[config.mk]
export PLATFORM = sky130hd
export DESIGN_NAME = measurement_packet_framer
export DESIGN_NICKNAME = d
export VERILOG_FILES = /design/src/design/meas_frame_pkg.sv /design/src/design/sample_hold.sv /design/src/design/frame_checksum.sv /design/src/design/measurement_packet_framer.sv
export SDC_FILE = /design/constraint.sdc
export NUM_CORES = 1
export LEC_CHECK = 0
export ABC_AREA = 1
export ABC_CLOCK_PERIOD_IN_PS = 1800
export BUFFER_PORTS_ARGS = -buffer_cell sky130_fd_sc_hd__buf_2
export CORE_MARGIN = 5
export CORE_UTILIZATION = 50
export CTS_CLUSTER_SIZE = 30
export DETAILED_ROUTE_END_ITERATION = 16
export PLACE_DENSITY_LB_ADDON = 0.1
export SETUP_SLACK_MARGIN = 0.4
export SLEW_MARGIN = 20
export SYNTH_ARGS = -nofsm -noshare
export SYNTH_HDL_FRONTEND = slang
export SYNTH_SLANG_ARGS = --single-unit
[constraint.sdc]
create_clock -name sys_clk -period 1.8 [get_ports sys_clk]
set_input_delay 0.36 -clock sys_clk [delete_from_list [all_inputs] [get_ports sys_clk]]
set_output_delay 0.36 -clock sys_clk [all_outputs]
set_load 0.01 [all_outputs]
[src/design/meas_frame_pkg.sv]
/*
 Shared constants for the measurement packet framer: byte layout, status
 bit positions, address offsets and frame state encoding.
 Assumes a single 10 MHz clock domain with synchronous active-high reset.
*/
package meas_frame_pkg;
    localparam logic [7:0] SYNC_BYTE      = 8'h00_A6;
    localparam logic [7:0] POLL_PREFIX    = 8'h00_A9;
    localparam logic [7:0] X_ADDR_OFFSET  = 8'h00_01;
    localparam logic [7:0] Y_ADDR_OFFSET  = 8'h00_02;
    localparam int         FRAME_BYTES    = 7;
    localparam int         READING_BITS   = 18;
    localparam int         STATUS_BITS    = 6;
    localparam int         SAT_BIT        = 0;
    localparam int         POL_BIT        = 1;
    localparam int         AVG_BIT        = 2;
    localparam int         MEMERR_BIT     = 4;
    localparam int         IDX_BITS       = 3;
    localparam logic [2:0] IDX_PREFIX     = 3'h0;
    localparam logic [2:0] IDX_ADDR       = 3'h1;
    localparam logic [2:0] IDX_STATUS     = 3'h2;
    localparam logic [2:0] IDX_MIDDLE     = 3'h3;
    localparam logic [2:0] IDX_UPPER      = 3'h4;
    localparam logic [2:0] IDX_AUX        = 3'h5;
    localparam logic [2:0] IDX_CSUM       = 3'h6;

    typedef enum logic [2:0]
    {
        ST_IDLE = 3'b001,
        ST_SEND = 3'b010,
        ST_WAIT = 3'b100
    } frame_state_t;

    // Status bits 5..0 from flags; b3 is spare and b5 always zero
    function automatic logic [5:0] pack_status(
        input logic       sat,
        input logic       pol,
        input logic       avg,
        input logic       mem_err,
        input logic [1:0] mem_region
    );
        logic [5:0] s;
        s = 6'h00;
        s[SAT_BIT] = sat;
        s[MEMERR_BIT] = mem_err;
        if (mem_err)
        begin
            s[POL_BIT] = mem_region[0];
            s[AVG_BIT] = mem_region[1];
        end
        else
        begin
            s[POL_BIT] = pol;
            s[AVG_BIT] = avg;
        end
        return s;
    endfunction
endpackage

[src/design/sample_hold.sv]
/*
 Holds the latest filter output and its sample count so a repeated poll can
 resend it. Assumes load pulses come from the measurement pipeline.
*/
`timescale 1ns/100ps
module sample_hold
(
    input  wire logic        sys_clk,
    input  wire logic        reset,
    input  wire logic        clk_en,
    input  wire logic        load,
    input  wire logic        taken,
    input  wire logic [17:0] reading_in,
    input  wire logic [7:0]  count_in,
    input  wire logic        sat_in,
    output logic      [17:0] reading_out,
    output logic      [7:0]  count_out,
    output logic             sat_out,
    output logic             fresh_out
);
    typedef struct packed
    {
        logic [17:0] reading;
        logic [7:0]  count;
        logic        sat;
        logic        fresh;
    } hold_t;

    hold_t s_q;
    hold_t s_d;

    always_comb
    begin
        s_d = s_q;
        // New sample wins over a same-cycle consume
        if (taken)
            s_d.fresh = 1'b0;
        if (load)
        begin
            s_d.reading = reading_in;
            s_d.count   = count_in;
            s_d.sat     = sat_in;
            s_d.fresh   = 1'b1;
        end
    end

    always_ff @(posedge sys_clk)
    begin
        if (reset)
            s_q <= '0;
        else if (clk_en)
            s_q <= s_d;
    end

    assign reading_out = s_q.reading;
    assign count_out   = s_q.count;
    assign sat_out     = s_q.sat;
    assign fresh_out   = s_q.fresh;
endmodule

[src/design/frame_checksum.sv]
/*
 Running checksum over the bytes of one response. The scheme is an 8-bit
 sum, inverted at the end; the link's general scheme is assumed to match.
*/
`timescale 1ns/100ps
module frame_checksum
(
    input  wire logic       sys_clk,
    input  wire logic       reset,
    input  wire logic       clk_en,
    input  wire logic       clear,
    input  wire logic       add,
    input  wire logic [7:0] byte_in,
    output logic      [7:0] csum_out
);
    typedef struct packed
    {
        logic [7:0] sum;
    } csum_t;

    csum_t s_q;
    csum_t s_d;

    always_comb
    begin
        s_d = s_q;
        if (clear)
            s_d.sum = 8'h00;
        else if (add)
            s_d.sum = 8'(s_q.sum + byte_in);
    end

    always_ff @(posedge sys_clk)
    begin
        if (reset)
            s_q <= '0;
        else if (clk_en)
            s_q <= s_d;
    end

    assign csum_out = ~s_q.sum;
endmodule

[src/design/measurement_packet_framer.sv]
/*
 Builds the seven-byte measurement response for one or two sensor axes and
 streams it out byte by byte under a valid/ready handshake. Assumes the
 poll decoder upstream has checked prefix, address and checksum and gives
 a one-cycle poll pulse per axis request.
*/
`timescale 1ns/100ps

////////////////////////////////////////////////////////////////////////////////
// Summary of operation
// RULE1: Seven bytes: prefix, address, four content bytes, checksum.
// RULE2: Dual-axis poll sends X frame then Y frame, fourteen bytes total.
// RULE3: First byte is always sync value A6.
// RULE4: Address byte is base plus one for X, plus two for Y.
// RULE5: Content carries 18-bit reading, six status flags, one aux byte.
// RULE6: Content order is status, middle data, upper data, aux.
// RULE7: Reading left-justified; its two LSBs sit in status bits 7 and 6.
// RULE8: Bits 4,5 zero normally; bit 1 reverse polarity, bit 2 averaging.
// RULE9: Startup memory error sets bit 4; bits 1,2 show the failing region.
// RULE10: Bit 0 flags front-end saturation for this sample only.
// RULE11: With averaging, aux byte reports samples currently in the average.
// RULE12: Repeat poll before new output, non-continuous: aux zero, same data.
// RULE13: Aux byte always sent even when averaging is off.
// RULE14: Inclinometer reading is sign plus 17-bit magnitude in millidegrees.
// RULE15: Accelerometer reading is signed fraction, same packet layout.
// RULE16: Host keeping upper and middle bytes reads sign plus 15 bits.
// RULE17: Left-justified 32-bit: +60 deg 0x3A980000, -60 deg 0xBA980000.
// RULE18: Short poll with prefix A9 and address triggers one response.
// RULE19: Bytes go back to back; last byte is checksum of the others.
module measurement_packet_framer
(
    input  wire logic        sys_clk,
    input  wire logic        reset,
    input  wire logic        clk_en,
    input  wire logic [7:0]  base_addr,
    input  wire logic        poll_x,
    input  wire logic        poll_y,
    input  wire logic        x_load,
    input  wire logic [17:0] x_reading,
    input  wire logic [7:0]  x_count,
    input  wire logic        x_sat,
    input  wire logic        y_load,
    input  wire logic [17:0] y_reading,
    input  wire logic [7:0]  y_count,
    input  wire logic        y_sat,
    input  wire logic        reverse_polarity,
    input  wire logic        averaging_on,
    input  wire logic        continuous_avg,
    input  wire logic        mem_error,
    input  wire logic [1:0]  mem_region,
    output logic      [7:0]  tx_data,
    output logic             tx_valid,
    input  wire logic        tx_ready,
    output logic             tx_last,
    output logic             busy
);
    ////////////////////////////////////////////////////////////////////////////
    // State

    typedef struct packed
    {
        meas_frame_pkg::frame_state_t state;
        logic [2:0]  idx;
        logic        y_pending;
        logic [7:0]  addr;
        logic [17:0] reading;
        logic [5:0]  status;
        logic [7:0]  aux;
        logic [7:0]  data;
    } framer_t;

    framer_t s_q;
    framer_t s_d;

    logic [17:0] hx_reading;
    logic [17:0] hy_reading;
    logic [7:0]  hx_count;
    logic [7:0]  hy_count;
    logic        hx_sat;
    logic        hy_sat;
    logic        hx_fresh;
    logic        hy_fresh;
    logic        take_x;
    logic        take_y;
    logic        start;
    logic        start_y;
    logic        beat;
    logic        csum_clear;
    logic [7:0]  csum;
    logic [7:0]  next_byte;
    logic [17:0] sel_reading;
    logic [7:0]  sel_count;
    logic        sel_sat;
    logic        sel_fresh;

    ////////////////////////////////////////////////////////////////////////////
    // Per-axis latest samples

    sample_hold u_hold_x
    (
        .sys_clk     (sys_clk),
        .reset       (reset),
        .clk_en      (clk_en),
        .load        (x_load),
        .taken       (take_x),
        .reading_in  (x_reading),
        .count_in    (x_count),
        .sat_in      (x_sat),
        .reading_out (hx_reading),
        .count_out   (hx_count),
        .sat_out     (hx_sat),
        .fresh_out   (hx_fresh)
    );

    sample_hold u_hold_y
    (
        .sys_clk     (sys_clk),
        .reset       (reset),
        .clk_en      (clk_en),
        .load        (y_load),
        .taken       (take_y),
        .reading_in  (y_reading),
        .count_in    (y_count),
        .sat_in      (y_sat),
        .reading_out (hy_reading),
        .count_out   (hy_count),
        .sat_out     (hy_sat),
        .fresh_out   (hy_fresh)
    );

    // Checksum covers the six bytes ahead of it
    frame_checksum u_csum
    (
        .sys_clk  (sys_clk),
        .reset    (reset),
        .clk_en   (clk_en),
        .clear    (csum_clear),
        .add      (beat),
        .byte_in  (s_q.data),
        .csum_out (csum)
    );

    ////////////////////////////////////////////////////////////////////////////
    // Handshake

    assign beat = clk_en && s_q.state == meas_frame_pkg::ST_SEND && tx_ready;
    // RULE18: poll launches frame
    assign start = clk_en && s_q.state == meas_frame_pkg::ST_IDLE
                   && (poll_x || poll_y);
    // RULE2: Y frame follows X
    assign start_y = beat && s_q.idx == meas_frame_pkg::IDX_CSUM
                     && s_q.y_pending;
    assign take_x = start && poll_x;
    assign take_y = (start && !poll_x && poll_y) || start_y;
    assign csum_clear = start || start_y;

    ////////////////////////////////////////////////////////////////////////////
    // Byte selection

    // Checksum register lags one byte; fold the aux byte in here
    function automatic logic [7:0] next_sum_fix(input logic [7:0] b);
        return b;
    endfunction

    // RULE7: reading LSBs over flags
    function automatic logic [7:0] status_byte(
        input logic [17:0] reading,
        input logic [5:0]  status
    );
        return {reading[1:0], status};
    endfunction

    always_comb
    begin
        next_byte = 8'h00;
        case (s_q.idx)
            // RULE6: status byte first
            meas_frame_pkg::IDX_ADDR:
                next_byte = status_byte(s_q.reading, s_q.status);
            meas_frame_pkg::IDX_STATUS:
                next_byte = s_q.reading[9:2];
            // RULE17: upper byte holds MSBs
            meas_frame_pkg::IDX_MIDDLE:
                next_byte = s_q.reading[17:10];
            meas_frame_pkg::IDX_UPPER:
                next_byte = s_q.aux;
            // RULE19: checksum closes frame
            meas_frame_pkg::IDX_AUX:
                next_byte = 8'(csum - next_sum_fix(s_q.data));
            default:
                next_byte = 8'h00;
        endcase
    end

    ////////////////////////////////////////////////////////////////////////////
    // Axis selection for the frame about to start

    // RULE4: base plus offset
    function automatic logic [7:0] axis_addr(
        input logic [7:0] base,
        input logic       y_axis
    );
        if (y_axis)
            return 8'(base + meas_frame_pkg::Y_ADDR_OFFSET);
        return 8'(base + meas_frame_pkg::X_ADDR_OFFSET);
    endfunction

    // RULE5: reading, flags, count
    // Y is snapped at its own start, so a late Y sample still counts
    always_comb
    begin
        sel_reading = hx_reading;
        sel_count   = hx_count;
        sel_sat     = hx_sat;
        sel_fresh   = hx_fresh;
        if (take_y)
        begin
            sel_reading = hy_reading;
            sel_count   = hy_count;
            sel_sat     = hy_sat;
            sel_fresh   = hy_fresh;
        end
    end

    ////////////////////////////////////////////////////////////////////////////
    // Frame loading: RULE9, RULE10, RULE11, RULE12, RULE13

    function automatic logic [7:0] pick_aux(
        input logic       avg,
        input logic       cont,
        input logic       fresh,
        input logic [7:0] count
    );
        // RULE12: stale repeat gives zero
        if (avg && !cont && !fresh)
            return 8'h00;
        // RULE11: sample count
        // RULE13: still sent when off
        return count;
    endfunction

    always_comb
    begin
        s_d = s_q;
        if (start || start_y)
        begin
            s_d.state  = meas_frame_pkg::ST_SEND;
            s_d.idx    = meas_frame_pkg::IDX_PREFIX;
            // RULE3: sync byte
            s_d.data   = meas_frame_pkg::SYNC_BYTE;
            // RULE2: X then Y
            s_d.y_pending = start && poll_x && poll_y;
            // RULE4: axis address
            s_d.addr   = axis_addr(base_addr, take_y);
            // RULE14: RULE15: reading passed through unchanged
            s_d.reading = sel_reading;
            // RULE8: RULE9: RULE10: status flags
            s_d.status  = meas_frame_pkg::pack_status(
                              sel_sat,
                              reverse_polarity, averaging_on,
                              mem_error, mem_region);
            s_d.aux     = pick_aux(averaging_on, continuous_avg,
                                   sel_fresh, sel_count);
        end
        else if (beat)
        begin
            // RULE1: seven bytes, then stop
            if (s_q.idx == meas_frame_pkg::IDX_CSUM)
            begin
                s_d.state = meas_frame_pkg::ST_IDLE;
                s_d.idx   = meas_frame_pkg::IDX_PREFIX;
            end
            else
            begin
                s_d.idx  = 3'(s_q.idx + 3'h1);
                s_d.data = (s_q.idx == meas_frame_pkg::IDX_PREFIX)
                           ? s_q.addr : next_byte;
            end
        end
    end

    always_ff @(posedge sys_clk)
    begin
        if (reset)
        begin
            s_q       <= '0;
            s_q.state <= meas_frame_pkg::ST_IDLE;
        end
        else if (clk_en)
        begin
            // Low enable freezes a frame mid-byte
            s_q <= s_d;
        end
    end

    ////////////////////////////////////////////////////////////////////////////
    // Outputs; bytes stream back to back while ready is high

    assign tx_data  = s_q.data;
    // RULE1: valid while sending
    assign tx_valid = s_q.state == meas_frame_pkg::ST_SEND;
    // RULE2: last after final axis
    assign tx_last  = tx_valid && s_q.idx == meas_frame_pkg::IDX_CSUM
                      && !s_q.y_pending;
    assign busy     = s_q.state != meas_frame_pkg::ST_IDLE;
endmodule

Word level (Yosys, flattened, before mapping) --
Cells that the tools add are included. W data, S select, Z words.
Word-level totals: bits in registers 117, output and inout bits 11, logic and storage cells 95
Operators by class: add/subtract/negate cells 5, equal/unequal tests 10, multiplexer cells 28, bitwise gates (word level) 1, reductions and logical operators 34
Operators by type and width (number):
- $mux W8 | 11
- $pmux W8 S5 | 1
- $mux W18 | 1
- $logic_and A1 B1 Y1 | 14
- $mux W6 | 2
- $reduce_and A2 Y1 | 6
- $mux W1 | 10
- $eq A3 B2 Y1 const B | 3
- $eq A3 B3 Y1 const B | 3
- $add A8 B1 Y8 const B | 1
- $add A8 B2 Y8 const B | 1
- $add A8 B8 Y8 | 1
- $not A8 Y8 | 1
- $reduce_bool A2 Y1 | 4
- $sub A8 B8 Y8 | 1
- $eq A3 B1 Y1 const B | 2
- $mux W3 | 2
- $reduce_and A3 Y1 | 2
- $logic_not A1 Y1 | 4
- $add A3 B1 Y3 const B | 1
- $logic_not A3 Y1 | 1
- $logic_or A1 B1 Y1 | 3
- $ne A3 B1 Y1 const B | 1
- $mux W2 | 1
- $ne A2 B2 Y1 const B | 1

Depth between registers and ports, before layout --
depth in word-level cells 12, mapped depth 14, depth with buffers taken out 14

Modules after synthesis --
Synthesis repeated with hierarchy kept, for this count alone.
Unflattened totals: cells, all modules 960, area, all modules 6426.2 um^2
By module, submodules not included:
- measurement_packet_framer | instances 1, cells an instance 511, area an instance 3373.2 um^2, sequential area each 1041.0 um^2
- sample_hold | instances 2, cells an instance 175, area an instance 1183.6 um^2, sequential area each 560.5 um^2
- frame_checksum | instances 1, cells an instance 99, area an instance 685.7 um^2, sequential area each 160.2 um^2

Worst setup path before layout --
Ideal clock, no wire load.
path type register to register, from register s_q (netlist bit tx_data[0]), to register s_q (netlist bit tx_data[6]), data arrival time 1600 ps, required time 1730 ps, path slack 129 ps, cell stages (with the launch flop) 15, path buffers 0, period minus slack after synthesis 1671 ps, cell sequence dfxtp_1 > ha_1 > inv_1 > fa_1 > nand2_1 > nand2_1 > nand3_1 > nand2_1 > nand2_1 > nand3_1 > nand2_1 > nand2_1 > nand2_1 > nand2_1 > a21oi_1
On the way: longest elaborated chain between the ends 6
Ends and longest elaborated chain:
- start: declaration | line measurement_packet_framer.sv:72 | framer_t s_q;
- $sub A8 B8 Y8 | line measurement_packet_framer.sv:189 | next_byte = 8'(csum - next_sum_fix(s_q.data));
- $pmux W8 S5 | line measurement_packet_framer.sv:176 | case (s_q.idx)
- $mux W8 | line measurement_packet_framer.sv:277 | ? s_q.addr : next_byte;
- $mux W8 | line measurement_packet_framer.sv:268 | if (s_q.idx == meas_frame_pkg::IDX_CSUM)
- $mux W8 | line measurement_packet_framer.sv:265 | else if (beat)
- $mux W8 | line measurement_packet_framer.sv:245 | if (start || start_y)
Every way passes these cells. The select of a mux whose other input is x is not followed. A chain may end at the register's enable or synchronous reset.

Worst setup path in the final report --
from register s_q[52] (netlist bit), to register s_q[22] (netlist bit)
On the way: longest elaborated chain between the ends 7, elaborated cells on any way between the ends 14
Ends and longest elaborated chain (line):
- $eq A3 B1 Y1 or $eq A3 B2 Y1 (tied branches) | measurement_packet_framer.sv:148, measurement_packet_framer.sv:146
- $logic_and A1 B1 Y1, on equally long branches | measurement_packet_framer.sv:148, measurement_packet_framer.sv:146
- $logic_and A1 B1 Y1, on equally long branches | measurement_packet_framer.sv:149, measurement_packet_framer.sv:146
- $logic_and A1 B1 Y1, on equally long branches | measurement_packet_framer.sv:154, measurement_packet_framer.sv:151
- $logic_and A1 B1 Y1, on equally long branches | measurement_packet_framer.sv:154, measurement_packet_framer.sv:152
- $logic_or A1 B1 Y1, on equally long branches | measurement_packet_framer.sv:154, measurement_packet_framer.sv:245
- $mux W18 or $reduce_and A2 Y1 (tied branches)
Parallel ways exist; a longest one is shown, timed or not.

==> flow_metrics.env <==
export IMPL_status="complete, but fails checks"
export IMPL_violations="negative setup slack"
export IMPL_core_um2=11500
export IMPL_synth_main_ff_cell="dfxtp_1"
export IMPL_setup_ws_ps=-16.0
export IMPL_power_share_clock_pct=43.4
export IMPL_synth_top_cell_by_area="dfxtp_1"
export IMPL_drive_gt1_share_pct=37.5
export IMPL_power_switching_uw=2380
export IMPL_fin_area_um2=8770
export IMPL_syn_area_um2=5890
export IMPL_drtIter0Drc=365
export IMPL_synthMuxAreaShare_pct=0.340
export IMPL_drt_total_wl_um=19900
export IMPL_cts_htree_levels=4
export IMPL_portBuffers=86
export IMPL_peakVddDrop_uv=798
export IMPL_clock_latency_ps=420
export IMPL_drv_slew=0
export IMPL_cts_root_buf="clkbuf_16"
export IMPL_wl_per_cell_um=17.6
export IMPL_ant_nets=0
export IMPL_critical_path_max_stage_delay_ps=380
export IMPL_fin_skew_ps=8.78
export IMPL_rows=39
export IMPL_end_kind="register"
export IMPL_cp_slowest_cell="dfxtp_4"
export IMPL_start_util_pct=51.4
export IMPL_drt_pass1_iterations=5
export IMPL_synth_xor_area_share_pct=1.49
export IMPL_grt_use_met3_pct=6.21
export IMPL_worstSetupPathType="reg2reg"
export IMPL_cts_sinks=116
export IMPL_dieArea_um2=14100
export IMPL_routabilityCongestion=0.922
export IMPL_worstPathCellList="nor2_4 -> nand3_4 -> inv_8 -> nand3_4 -> buf_12 -> nand2_8 -> buf_8 -> buf_6 -> buf_16 -> o211ai_1 -> inv_2"
export IMPL_min_period_ps=1820
export IMPL_hp_start="y_reading[2]"
export IMPL_syn_area_per_cell_um2=7.06
export IMPL_async_flop_share_pct=0
export IMPL_p_comb_share_pct=21.7
export IMPL_die_y_um=119
export IMPL_synth_edf_count=0
export IMPL_syn_nets=928
export IMPL_finalSetupViolCount=4
export IMPL_drc=0
export IMPL_synth_common_cells="184 x nand2_1, 135 x nor2_1, 116 x dfxtp_1, 77 x o21ai_0, 64 x inv_1"
export IMPL_dpl_hpwl_um=11100
export IMPL_r2r_start="s_q[52]"
export IMPL_start_kind="register"
export IMPL_tritoncts="yes"
export IMPL_vias=6267
export IMPL_grt_max_degree=65
export IMPL_max_freq_mhz=551
export IMPL_pin_count=87
export IMPL_overflow=0
export IMPL_grt_busiest_layer="met2"
export IMPL_met1_usage_pct=33.1
export IMPL_cp_max_fo=8
export IMPL_p_leak_uw=0.00389
export IMPL_slew_headroom_pct=68.4
export IMPL_fin_crit_sh_pct=101
export IMPL_synth_cells=835
export IMPL_yosysSeqAreaShare_pct=39.4
export IMPL_rr_worst_depth=11
export IMPL_antenna_cells=0
export IMPL_synth_seq_cells=116
export IMPL_grt_pass1_vias=6061
export IMPL_synth_fa_ha_area_share_pct=3.74
export IMPL_postPlaceCellArea_um2=6490
export IMPL_hold_violations=0
export IMPL_finish_utilization_pct=76.5
export IMPL_dieWidth_um=119
export IMPL_worst_slew_pin_slew_ps=474
export IMPL_intPower_uw=6130
export IMPL_synth_compound_area_share_pct=16.3
export IMPL_synthSimpleGateAreaFrac_pct=28.7
export IMPL_clk_pin_slew_ps=60
export IMPL_min_path_type="in2reg"
export IMPL_clock_path_buffers=2
export IMPL_num_nets_final=1072
export IMPL_switching_share_pct=28.0
export IMPL_synth_top_area_share_pct=39.4
export IMPL_use_met2_pct=45.0
export IMPL_synth_top_family_by_area="simple AND/OR/NAND/NOR gates"
export IMPL_rsz0062_at_grt="true"
export IMPL_seq_power_share_pct=34.9
export IMPL_grt_pass1_wl_um=30500
export IMPL_area_delta_synth_final_pct=48.8
export IMPL_power_per_cell_area_nw_per_um2=970
export IMPL_cp_data_required_time_ps=2160
export IMPL_crit_path_frequent_cell="nand3_4"
export IMPL_viasPerCell=5.53
export IMPL_holdPathStages=3
export IMPL_cts_buffers_inserted=17
export IMPL_grt_total_usage_pct=26.8
export IMPL_yosysWarnings=0
export IMPL_maxCapViolCount=0
export IMPL_fin_tns_setup_ps=-30.2
export IMPL_yosysMostFrequentCell="nand2_1"
export IMPL_antenna_found_initial=0
export IMPL_cp_arrival_ps=2180
export IMPL_crit_start="s_q[52]"
export IMPL_synth_area_leaders="dfxtp_1 39%, nand2_1 12%, nor2_1 8.6%"
export IMPL_ys_types=45
[state kept, by name (all words and copies together) (netlist names)]
register and cells:
u_hold_x.sat_out 1, s_q 44, u_hold_y.reading_out 18, tx_data 8, u_hold_y.fresh_out 1, u_hold_y.count_out 8
u_hold_x.count_out 8, u_csum.s_q 8, u_hold_x.reading_out 18, u_hold_x.fresh_out 1, u_hold_y.sat_out 1
[critical path: cells and delay by family, from the launching register on]
kind / cells / cell delay, ps
buf+inv: 6 / 720
simple gates: 4 / 530
flops: 1 / 380
compound gates: 1 / 110
[stage by stage]
stage	worst slack [ps]	hold WS (ps)	power, uW	instances
floorplan	201	431	3770	835
global placement	25.6	449	4060	1034
detailed placement	-19.1	455	4100	1034
CTS	66.3	188	8200	1120
global route	-73.5	190	8790	1133
finish	-16.0	192	8500	1133
[final cells by class]
class / instances / area, um^2
sequential: 116 / 2350
multi-input combinational: 594 / 3610
tap: 143 / 179
clock buffer: 20 / 447
clock inverter: 10 / 181
timing repair inverter: 3 / 47.5
timing repair buffer: 169 / 1600
fill: 769 / 2700
inverter: 78 / 354
[cells in the final DEF (no fill, tap or decap), types with 7 or more instances in the layout]
cell type / synthesis / final
o21ai_2: 2 / 9
nand2_4: 0 / 17
nor2_1: 135 / 126
buf_6: 6 / 23
inv_1: 64 / 56
nand2_2: 2 / 32
a21oi_2: 0 / 18
nand3_2: 2 / 16
inv_2: 7 / 12
o211ai_1: 23 / 23
o21ai_1: 6 / 10
ha_1: 16 / 7
nor2_2: 1 / 8
dfxtp_1: 116 / 102
buf_16: 0 / 11
buf_12: 0 / 14
clkbuf_16: 0 / 17
buf_4: 13 / 33
a21oi_1: 46 / 28
nand3_1: 50 / 33
nand2_1: 184 / 136
dfxtp_2: 0 / 9
xor2_1: 10 / 9
buf_2: 8 / 83
o21ai_0: 77 / 62
[worst paths after layout]
path	end	slack [ps]
setup / recovery	s_q[22]	-20
hold / removal	u_hold_y.reading_out[2]	190
setup reg to reg	s_q[22]	-20
hold reg to reg	u_hold_y.reading_out[14]	480
[kinds of logic (layout without fill, tap and decap cells)]
kind of cell,count (synthesis),in the layout
adders and majority gates,17,17
xor gates and xnor gates,10,10
muxes,2,2
AOI/OAI and AO/OA,170,170
DFF,116,116
and+or+nand+nor,394,395
buffers and inverters,126,280
[per-layer routing]
layer | wire length (um) | share of wire, %
met1 | 8060 | 41
met2 | 9930 | 50
met3 | 1260 | 6.3
met4 | 650 | 3.3
met5 | 0 | 0
[power groups by stage]
stage | Clock, uW | Combinational, uW | Sequential [uW]
2_1_floorplan | 0 | 838 | 2930
3_3_place_gp | 0 | 1090 | 2970
3_5_place_dp | 0 | 1120 | 2980
4_1_cts | 3670 | 1600 | 2930
5_1_grt | 3820 | 1990 | 2980
6_report | 3690 | 1850 | 2960
[repair_timing]
action / CTS / global route
hold buffers: 0 / 0
setup buffers: 41 / 13
hold endpoints to repair: 0 / 0
gates resized for setup: 117 / 114
pin swaps: 34 / 34
endpoints found under the setup margin: 60 / 111
gates cloned: 15 / 0
Power figures use the tool's default switching activity.
